`config.mk`:
```
export PLATFORM = sky130hd
export DESIGN_NAME = scrb_bank
export DESIGN_NICKNAME = d
export VERILOG_FILES = /design/src/scrb_pkg.sv /design/src/scrb_bank.sv
export SDC_FILE = /design/constraint.sdc
export NUM_CORES = 1
export LEC_CHECK = 0
export BUFFER_PORTS_ARGS = -buffer_cell sky130_fd_sc_hd__clkbuf_2
export CORE_MARGIN = 2
export CORE_UTILIZATION = 50
export DETAILED_ROUTE_END_ITERATION = 6
export MAX_ROUTING_LAYER = met4
export PLACE_DENSITY = 0.79
export SYNTH_ARGS = -nofsm -noshare
export SYNTH_HDL_FRONTEND = slang
export SYNTH_SLANG_ARGS = --single-unit
```
`constraint.sdc`:
```
create_clock -name i_clk -period 1.5 [get_ports i_clk]
set_input_delay 0.15 -clock i_clk [delete_from_list [all_inputs] [get_ports i_clk]]
set_output_delay 0.15 -clock i_clk [all_outputs]
set_load 0.01 [all_outputs]
```
`src/scrb_pkg.sv`:
```
/*
 * package for the synthesizer calibration register bank: register
 * addresses, field layouts and reset values.
 * assumes an 8-bit register port with 6-bit addresses driven by the
 * device's serial interface logic on the same clock.
 */
package scrb_pkg;
    localparam int SCRB_AW = 6;
    localparam logic [5:0] SCRB_ADDR_VCO_CUR = 6'h24;
    localparam logic [5:0] SCRB_ADDR_VCO_CAP = 6'h25;
    localparam logic [5:0] SCRB_ADDR_CAL_CTL = 6'h26;
    localparam logic [5:0] SCRB_ADDR_RC_A = 6'h27;
    localparam logic [5:0] SCRB_ADDR_RC_B = 6'h28;
    localparam logic [5:0] SCRB_ADDR_SYN_TEST = 6'h29;
    localparam logic [5:0] SCRB_ADDR_PROD_TEST = 6'h2a;
    // writable-bit masks, reserved positions are zero
    localparam logic [7:0] SCRB_MASK_VCO_CUR = 8'h3f;
    localparam logic [7:0] SCRB_MASK_VCO_CAP = 8'h3f;
    localparam logic [7:0] SCRB_MASK_7BIT = 8'h7f;
    localparam logic [7:0] SCRB_MASK_FULL = 8'hff;
    localparam int SCRB_VCO_SEL_BIT = 5;
    localparam logic [7:0] SCRB_RST_VCO_CUR = 8'h0a;
    localparam logic [7:0] SCRB_RST_VCO_CAP = 8'h20;
    localparam logic [7:0] SCRB_RST_CAL_CTL = 8'h0d;
    localparam logic [7:0] SCRB_RST_RC_A = 8'h41;
    localparam logic [7:0] SCRB_RST_RC_B = 8'h00;
    localparam logic [7:0] SCRB_RST_SYN_TEST = 8'h59;
    localparam logic [7:0] SCRB_RST_PROD_TEST = 8'h7f;
    localparam logic [7:0] SCRB_TEMP_SENSOR_KEY = 8'hbf;
endpackage : scrb_pkg

```
`src/scrb_bank.sv`:
```
/*
 * synthesizer calibration register bank: seven 8-bit registers at
 * 0x24..0x2a with calibration load path and sleep-loss behaviour.
 * assumes register port strobes and calibration results come from
 * logic on i_clk; i_wake_pulse is a one-cycle pulse from the radio
 * control state machine on leaving sleep.
 */
module scrb_bank
    import scrb_pkg::*;
(
    // clock and reset
    input wire logic i_clk,
    input wire logic i_rst_b,
    // register port
    input wire logic i_wr_en,
    input wire logic [5:0] i_addr,
    input wire logic [7:0] i_wdata,
    output logic [7:0] o_rdata,
    // calibration engine result load
    input wire logic i_cal_load,
    input wire logic i_cal_vco_high,
    input wire logic [4:0] i_cal_vco_current,
    input wire logic [5:0] i_cal_vco_cap,
    // radio state
    input wire logic i_wake_pulse,
    input wire logic i_state_idle,
    // fields to synthesizer, vco and rc oscillator
    output logic o_vco_high_core_select,
    output logic [4:0] o_vco_current,
    output logic [5:0] o_vco_coarse_cap,
    output logic [6:0] o_cal_control,
    output logic [6:0] o_rc_config_a,
    output logic [6:0] o_rc_config_b,
    output logic [7:0] o_synth_test,
    output logic o_temp_sensor_en
);
    localparam int NREG = 7;

    function automatic logic [7:0] reg_mask(input int idx);
        case (idx)
            0: reg_mask = SCRB_MASK_VCO_CUR;
            1: reg_mask = SCRB_MASK_VCO_CAP;
            2, 3, 4: reg_mask = SCRB_MASK_7BIT;
            default: reg_mask = SCRB_MASK_FULL;
        endcase
    endfunction : reg_mask

    function automatic logic [7:0] reg_reset(input int idx);
        case (idx)
            0: reg_reset = SCRB_RST_VCO_CUR;
            1: reg_reset = SCRB_RST_VCO_CAP;
            2: reg_reset = SCRB_RST_CAL_CTL;
            3: reg_reset = SCRB_RST_RC_A;
            4: reg_reset = SCRB_RST_RC_B;
            5: reg_reset = SCRB_RST_SYN_TEST;
            default: reg_reset = SCRB_RST_PROD_TEST;
        endcase
    endfunction : reg_reset

    logic [7:0] regs_q [NREG];
    logic [7:0] regs_d [NREG];
    logic addr_hit;
    logic [2:0] addr_idx;

    assign addr_hit = (i_addr >= SCRB_ADDR_VCO_CUR) && (i_addr <= SCRB_ADDR_PROD_TEST);
    assign addr_idx = 3'(i_addr - SCRB_ADDR_VCO_CUR);

    always_comb
    begin
        for (int i = 0; i < NREG; i++)
        begin
            regs_d[i] = regs_q[i];
            // host write wins over a calibration load in the same cycle
            if (i_wr_en && addr_hit && (int'(addr_idx) == i))
            begin
                regs_d[i] = i_wdata & reg_mask(i);
            end
            else if (i_cal_load && (i == 0))
            begin
                regs_d[i] = {2'b00, i_cal_vco_high, i_cal_vco_current};
            end
            else if (i_cal_load && (i == 1))
            begin
                regs_d[i] = {2'b00, i_cal_vco_cap};
            end
            // volatile test registers lose programming across sleep
            if (i_wake_pulse && (i >= 5))
            begin
                regs_d[i] = reg_reset(i);
            end
        end
    end

    always_ff @(posedge i_clk)
    begin
        for (int i = 0; i < NREG; i++)
        begin
            if (!i_rst_b)
            begin
                regs_q[i] <= reg_reset(i);
            end
            else
            begin
                regs_q[i] <= regs_d[i];
            end
        end
    end

    always_comb
    begin
        o_rdata = 8'h00; // unmapped addresses read zero
        if (addr_hit)
        begin
            o_rdata = regs_q[addr_idx];
        end
    end

    assign o_vco_high_core_select = regs_q[0][SCRB_VCO_SEL_BIT];
    assign o_vco_current = regs_q[0][4:0];
    assign o_vco_coarse_cap = regs_q[1][5:0];
    assign o_cal_control = regs_q[2][6:0];
    assign o_rc_config_a = regs_q[3][6:0];
    assign o_rc_config_b = regs_q[4][6:0];
    assign o_synth_test = regs_q[5];
    // sensor only exposed in idle; host restores 0x7f before leaving
    assign o_temp_sensor_en = i_state_idle && (regs_q[6] == SCRB_TEMP_SENSOR_KEY);

    a_vco_write_used: assert property (@(posedge i_clk) disable iff (!i_rst_b)
        i_wr_en && i_addr == SCRB_ADDR_VCO_CUR && !i_wake_pulse
        |=> o_vco_current == $past(i_wdata[4:0])
            && o_vco_high_core_select == $past(i_wdata[5]))
        else $error("vco current write not applied");
    a_cur_override: assert property (@(posedge i_clk) disable iff (!i_rst_b)
        i_cal_load && !(i_wr_en && i_addr == SCRB_ADDR_VCO_CUR)
        |=> o_vco_current == $past(i_cal_vco_current))
        else $error("vco current result not loaded");
    a_cap_write: assert property (@(posedge i_clk) disable iff (!i_rst_b)
        i_wr_en && i_addr == SCRB_ADDR_VCO_CAP
        |=> o_vco_coarse_cap == $past(i_wdata[5:0]))
        else $error("coarse capacitor write not applied");
    a_cap_hold: assert property (@(posedge i_clk) disable iff (!i_rst_b)
        !i_cal_load && !(i_wr_en && i_addr == SCRB_ADDR_VCO_CAP)
        |=> $stable(o_vco_coarse_cap))
        else $error("coarse capacitor changed without cause");
    a_cal_ctl_reset: assert property (@(posedge i_clk)
        !i_rst_b |=> o_cal_control == SCRB_RST_CAL_CTL[6:0])
        else $error("calibration control reset wrong");
    a_rc_reset: assert property (@(posedge i_clk)
        !i_rst_b |=> o_rc_config_a == SCRB_RST_RC_A[6:0]
            && o_rc_config_b == SCRB_RST_RC_B[6:0])
        else $error("rc oscillator reset wrong");
    a_wake_restore: assert property (@(posedge i_clk) disable iff (!i_rst_b)
        i_wake_pulse |=> o_synth_test == SCRB_RST_SYN_TEST
            && !o_temp_sensor_en)
        else $error("test registers not restored on wake");
    a_temp_sensor: assert property (@(posedge i_clk) disable iff (!i_rst_b)
        i_wr_en && i_addr == SCRB_ADDR_PROD_TEST && i_wdata == SCRB_TEMP_SENSOR_KEY
        && !i_wake_pulse ##1 i_state_idle |-> o_temp_sensor_en)
        else $error("temperature sensor not enabled");
    a_reserved_zero: assert property (@(posedge i_clk) disable iff (!i_rst_b)
        i_addr >= SCRB_ADDR_VCO_CUR && i_addr <= SCRB_ADDR_RC_B
        |-> o_rdata[7] == 1'b0)
        else $error("reserved bit reads nonzero");

    // reset values as seen by the synthesizer, not only through the read port
    a_vco_cur_reset: assert property (@(posedge i_clk)
        !i_rst_b
        |=> o_vco_current == SCRB_RST_VCO_CUR[4:0]
            && o_vco_high_core_select == SCRB_RST_VCO_CUR[SCRB_VCO_SEL_BIT])
        else $error("vco current reset wrong");

    a_cap_reset: assert property (@(posedge i_clk)
        !i_rst_b
        |=> o_vco_coarse_cap == SCRB_RST_VCO_CAP[5:0])
        else $error("coarse capacitor reset wrong");

    a_test_reset: assert property (@(posedge i_clk)
        !i_rst_b
        |=> o_synth_test == SCRB_RST_SYN_TEST && !o_temp_sensor_en)
        else $error("test register reset wrong");

    // a calibration result must reach the vco unless the host overrides it
    a_sel_load: assert property (@(posedge i_clk) disable iff (!i_rst_b)
        i_cal_load && !(i_wr_en && i_addr == SCRB_ADDR_VCO_CUR)
        |=> o_vco_high_core_select == $past(i_cal_vco_high))
        else $error("vco select result not loaded");

    a_cap_load: assert property (@(posedge i_clk) disable iff (!i_rst_b)
        i_cal_load && !(i_wr_en && i_addr == SCRB_ADDR_VCO_CAP)
        |=> o_vco_coarse_cap == $past(i_cal_vco_cap))
        else $error("coarse capacitor result not loaded");

    // saved values only survive a hop if nothing else disturbs them
    a_cur_hold: assert property (@(posedge i_clk) disable iff (!i_rst_b)
        !i_cal_load && !(i_wr_en && i_addr == SCRB_ADDR_VCO_CUR)
        |=> $stable(o_vco_current) && $stable(o_vco_high_core_select))
        else $error("vco current changed without cause");

    a_cal_ctl_write: assert property (@(posedge i_clk) disable iff (!i_rst_b)
        i_wr_en && i_addr == SCRB_ADDR_CAL_CTL
        |=> o_cal_control == $past(i_wdata[6:0]))
        else $error("calibration control write not applied");

    a_cal_ctl_hold: assert property (@(posedge i_clk) disable iff (!i_rst_b)
        !(i_wr_en && i_addr == SCRB_ADDR_CAL_CTL)
        |=> $stable(o_cal_control))
        else $error("calibration control changed without write");

    a_rc_a_write: assert property (@(posedge i_clk) disable iff (!i_rst_b)
        i_wr_en && i_addr == SCRB_ADDR_RC_A
        |=> o_rc_config_a == $past(i_wdata[6:0]))
        else $error("rc oscillator a write not applied");

    a_rc_b_write: assert property (@(posedge i_clk) disable iff (!i_rst_b)
        i_wr_en && i_addr == SCRB_ADDR_RC_B
        |=> o_rc_config_b == $past(i_wdata[6:0]))
        else $error("rc oscillator b write not applied");

    // the rc oscillator is not touched by sleep or calibration in this bank
    a_rc_hold: assert property (@(posedge i_clk) disable iff (!i_rst_b)
        !(i_wr_en && (i_addr == SCRB_ADDR_RC_A || i_addr == SCRB_ADDR_RC_B))
        |=> $stable(o_rc_config_a) && $stable(o_rc_config_b))
        else $error("rc oscillator changed without write");

    a_synth_test_hold: assert property (@(posedge i_clk) disable iff (!i_rst_b)
        !i_wake_pulse && !(i_wr_en && i_addr == SCRB_ADDR_SYN_TEST)
        |=> $stable(o_synth_test))
        else $error("synth test changed without cause");

    a_wake_beats_write: assert property (@(posedge i_clk) disable iff (!i_rst_b)
        i_wake_pulse && i_wr_en && i_addr == SCRB_ADDR_PROD_TEST
        |=> !o_temp_sensor_en)
        else $error("write survived wake");

    // outside idle the sensor stays off whatever the key register holds
    a_sensor_idle: assert property (@(posedge i_clk) disable iff (!i_rst_b)
        !i_state_idle
        |-> !o_temp_sensor_en)
        else $error("temperature sensor on outside idle");

    a_sensor_restore: assert property (@(posedge i_clk) disable iff (!i_rst_b)
        i_wr_en && i_addr == SCRB_ADDR_PROD_TEST && i_wdata == SCRB_RST_PROD_TEST
        |=> !o_temp_sensor_en)
        else $error("temperature sensor left on after restore");

    a_unmapped_zero: assert property (@(posedge i_clk) disable iff (!i_rst_b)
        !(i_addr >= SCRB_ADDR_VCO_CUR && i_addr <= SCRB_ADDR_PROD_TEST)
        |-> o_rdata == 8'h00)
        else $error("unmapped address reads nonzero");

    a_reserved_vco: assert property (@(posedge i_clk) disable iff (!i_rst_b)
        i_addr == SCRB_ADDR_VCO_CUR || i_addr == SCRB_ADDR_VCO_CAP
        |-> o_rdata[7:6] == 2'b00)
        else $error("reserved vco bits read nonzero");

    // the read port and the field outputs come from the same flip-flops
    a_rdata_vco: assert property (@(posedge i_clk) disable iff (!i_rst_b)
        i_addr == SCRB_ADDR_VCO_CUR
        |-> o_rdata == {2'b00, o_vco_high_core_select, o_vco_current})
        else $error("vco read differs from output");

    a_rdata_cal_ctl: assert property (@(posedge i_clk) disable iff (!i_rst_b)
        i_addr == SCRB_ADDR_CAL_CTL
        |-> o_rdata == {1'b0, o_cal_control})
        else $error("calibration control read differs");

    a_rdata_rc: assert property (@(posedge i_clk) disable iff (!i_rst_b)
        i_addr == SCRB_ADDR_RC_A
        |-> o_rdata == {1'b0, o_rc_config_a})
        else $error("rc oscillator read differs");

    a_rdata_synth: assert property (@(posedge i_clk) disable iff (!i_rst_b)
        i_addr == SCRB_ADDR_SYN_TEST
        |-> o_rdata == o_synth_test)
        else $error("synth test read differs");
endmodule : scrb_bank

```
==> results.toml <==
[run_status]
status = "finished with violations"
violations = "setup timing"

[synthesis]
synth_seq_cells = 49
yosysUniqueCellTypes = 43
synthArstFlopShare = 0
syn_nets = 310
syn_area_um2 = 2660
synth_cells = 278
synth-edff-count = 0
yosys_warnings = 0
yosysSeqAreaShare = 0.369
ys_dominant_reg_cell = "dfxtp_1"
synth.avg_cell_area_um2 = 9.56

[critical_path]
crit_buf_inv = 1
start_kind = "flop"
critPathSlowestCell = "mux4_2"
crit_chain = "mux4_2 -> nand2_2 -> a211oi_2 -> clkbuf_2"
arrival_ns = 1.43
crit_fanout = 2
required_ns = 1.35
path_delay_family = "multiplexers"
slowest_delay_ns = 0.48
crit_path_end_kind = "output pin"
critPathKind = "reg -> out"

[placed_design]
gp_congestion = 0.900
place_area_um2 = 3160
place_hpwl_mm = 5.71
port_buffers = 81
preCtsSetupSlack_ns = -0.123

[clocking]
cts_buffers = 5
cts_tree = "built"
root_buffer = "clkbuf_8"
htreeDepth = 2
clk_latency_ns = 0.31
clock_sinks = 49
clkTransAtPathRegs_ns = 0.10
cts_buffer_depth = 2

[sta]
timing.final.crit_share = 1.06
worst_slew_pin_slew_ns = 0.522
fin_crit_ns = 1.58
hold_viol = 0
slew-limit-headroom = 0.652
finClkSkew_ns = 0
finalSetupViolCount = 7
fmax_mhz = 631
finalSetupTns_ns = -0.485
rsz0062_at_grt = "yes"
fin_ws_ns = -0.0841
drv_slew = 0

[layout]
seq_area_um2 = 1010
layout-drive-gt1-share = 0.468
antennaDiodeCount = 0
fin_area_um2 = 3500
top_register = "regs_q"
multiInputGateArea_um2 = 1580
largest_registers = "regs_q: 49 flops"
layout_common_cells = "clkbuf_2, mux2i_1, nand2_1"
fill_cells = 425
final_common_cell = "clkbuf_2"
layout.nets = 409
largest_reg_flops = 49
area_growth_pct = 31.6

[die]
initial_core_util = 0.521
rows = 26
die_y_um = 76.9
core-area_um2 = 5110
io_pins = 82
dieWidth_um = 76.9
dieArea_um2 = 5920

[routing]
wl_per_cell_um = 17.5
vias = 2592
final_antenna_net_count = 0
totalWireLength_mm = 7.83
drc_errors = 0
first_pass_iters = 4
viasPerCell = 5.79
detail_route.iter0.violations = 201

[run]
maxCapViolCount = 0

[global_route]
grt_usage = 0.272
grt_overflow_total = 0
grt_max_degree = 19
grt_antenna_before_repair = 0
grt_pass1_wl_mm = 12.5
grt_pass1_vias = 2585

[pwr]
peakVddDrop_mv = 0.519
p_leak_nw = 1.54
pwr_density_cell_nw_per_um2 = 790

[worst_hold_path]
hold_path.class = "in -> reg"
==> through the flow <==
step                power [W]  utilization  instances  hold slack [ns]
finish                0.00276        0.685        448            0.103
global route          0.00286        0.685        448            0.145
CTS                   0.00276        0.673        444            0.103
detailed placement    0.00175        0.619        421            0.425
global placement      0.00175        0.619        421            0.423
floorplan             0.00160            -        278            0.292
==> repair_timing <==
| item | CTS | global route |
|---|---|---|
| resized for setup | 28 | 13 |
| endpoints found under the hold margin | 0 | 0 |
| setup buffers | 15 | 4 |
| pin swaps | 5 | 3 |
| endpoints found under the setup margin | 8 | 8 |
| hold buffers | 0 | 0 |
==> power by group <==
| group | total, W | internal [W] | switching (W) |
|---|---|---|---|
| Combinational | 0.000419 | 0.000185 | 0.000235 |
| Sequential | 0.00134 | 0.00133 | 0.0000170 |
| Clock | 0.00100 | 0.000545 | 0.000456 |
==> worst paths after layout <==
path | from | end | slack (ns) | depth (start not counted)
min reg2reg | regs_q[2][5] | regs_q[2][5] | 0.47 | 2
min | i_wdata[7] | regs_q[6][7] | 0.10 | 3
max reg2reg | regs_q[0][1] | regs_q[0][1] | 0.44 | 4
max | regs_q[2][0] | o_rdata[0] | -0.08 | 4
==> Yosys cell counts, drive strengths merged (4+ instances only) <==
master  number  share of area
a211oi      12          0.036
buf         15          0.039
clkbuf       6         0.0085
dfxtp       49           0.37
inv          4         0.0056
mux2         6          0.025
mux2i       41           0.15
mux4         6          0.052
nand2       42          0.060
nand2b       8          0.019
nand3       11          0.021
nor2        15          0.025
nor2b        7          0.016
nor3         5         0.0094
o211ai       9          0.025
o21ai        9          0.017
o31ai        5          0.014
or3          6          0.014
==> cell type report <==
| cell class | count | area share |
|---|---|---|
| Clock buffer | 7 | 0.0247 |
| Clock inverter | 1 | 0.00858 |
| Inverter | 4 | 0.00429 |
| Multi-Input combinational cell | 204 | 0.453 |
| Sequential cell | 49 | 0.290 |
| Tap cell | 70 | 0.0250 |
| Timing Repair Buffer | 113 | 0.195 |
==> worst register-to-register path: stages (launching register included) <==
cell      delay, ns
dfxtp_2        0.33
buf_4          0.13
nor2b_1        0.12
a221oi_1       0.24
o21ai_0        0.13
==> cell families after synthesis <==
| logic type | Yosys count | synth area share |
|---|---|---|
| buffers and inverters | 25 | 0.0527 |
| AO/OA/AOI/OAI | 43 | 0.116 |
| flip-flops | 49 | 0.369 |
| multiplexers | 53 | 0.232 |
| AND/OR/NAND/NOR | 108 | 0.230 |
==> metal layers <==
metal / up-vias / routed length (um) / track usage
met5: - / 0 / -
met4: 0 / 137 / 0.0891
met3: 13 / 498 / 0.0447
met2: 119 / 3760 / 0.436
met1: 1253 / 3440 / 0.350
li1: 1207 / - / -
Power figures use the tool's default switching activity.
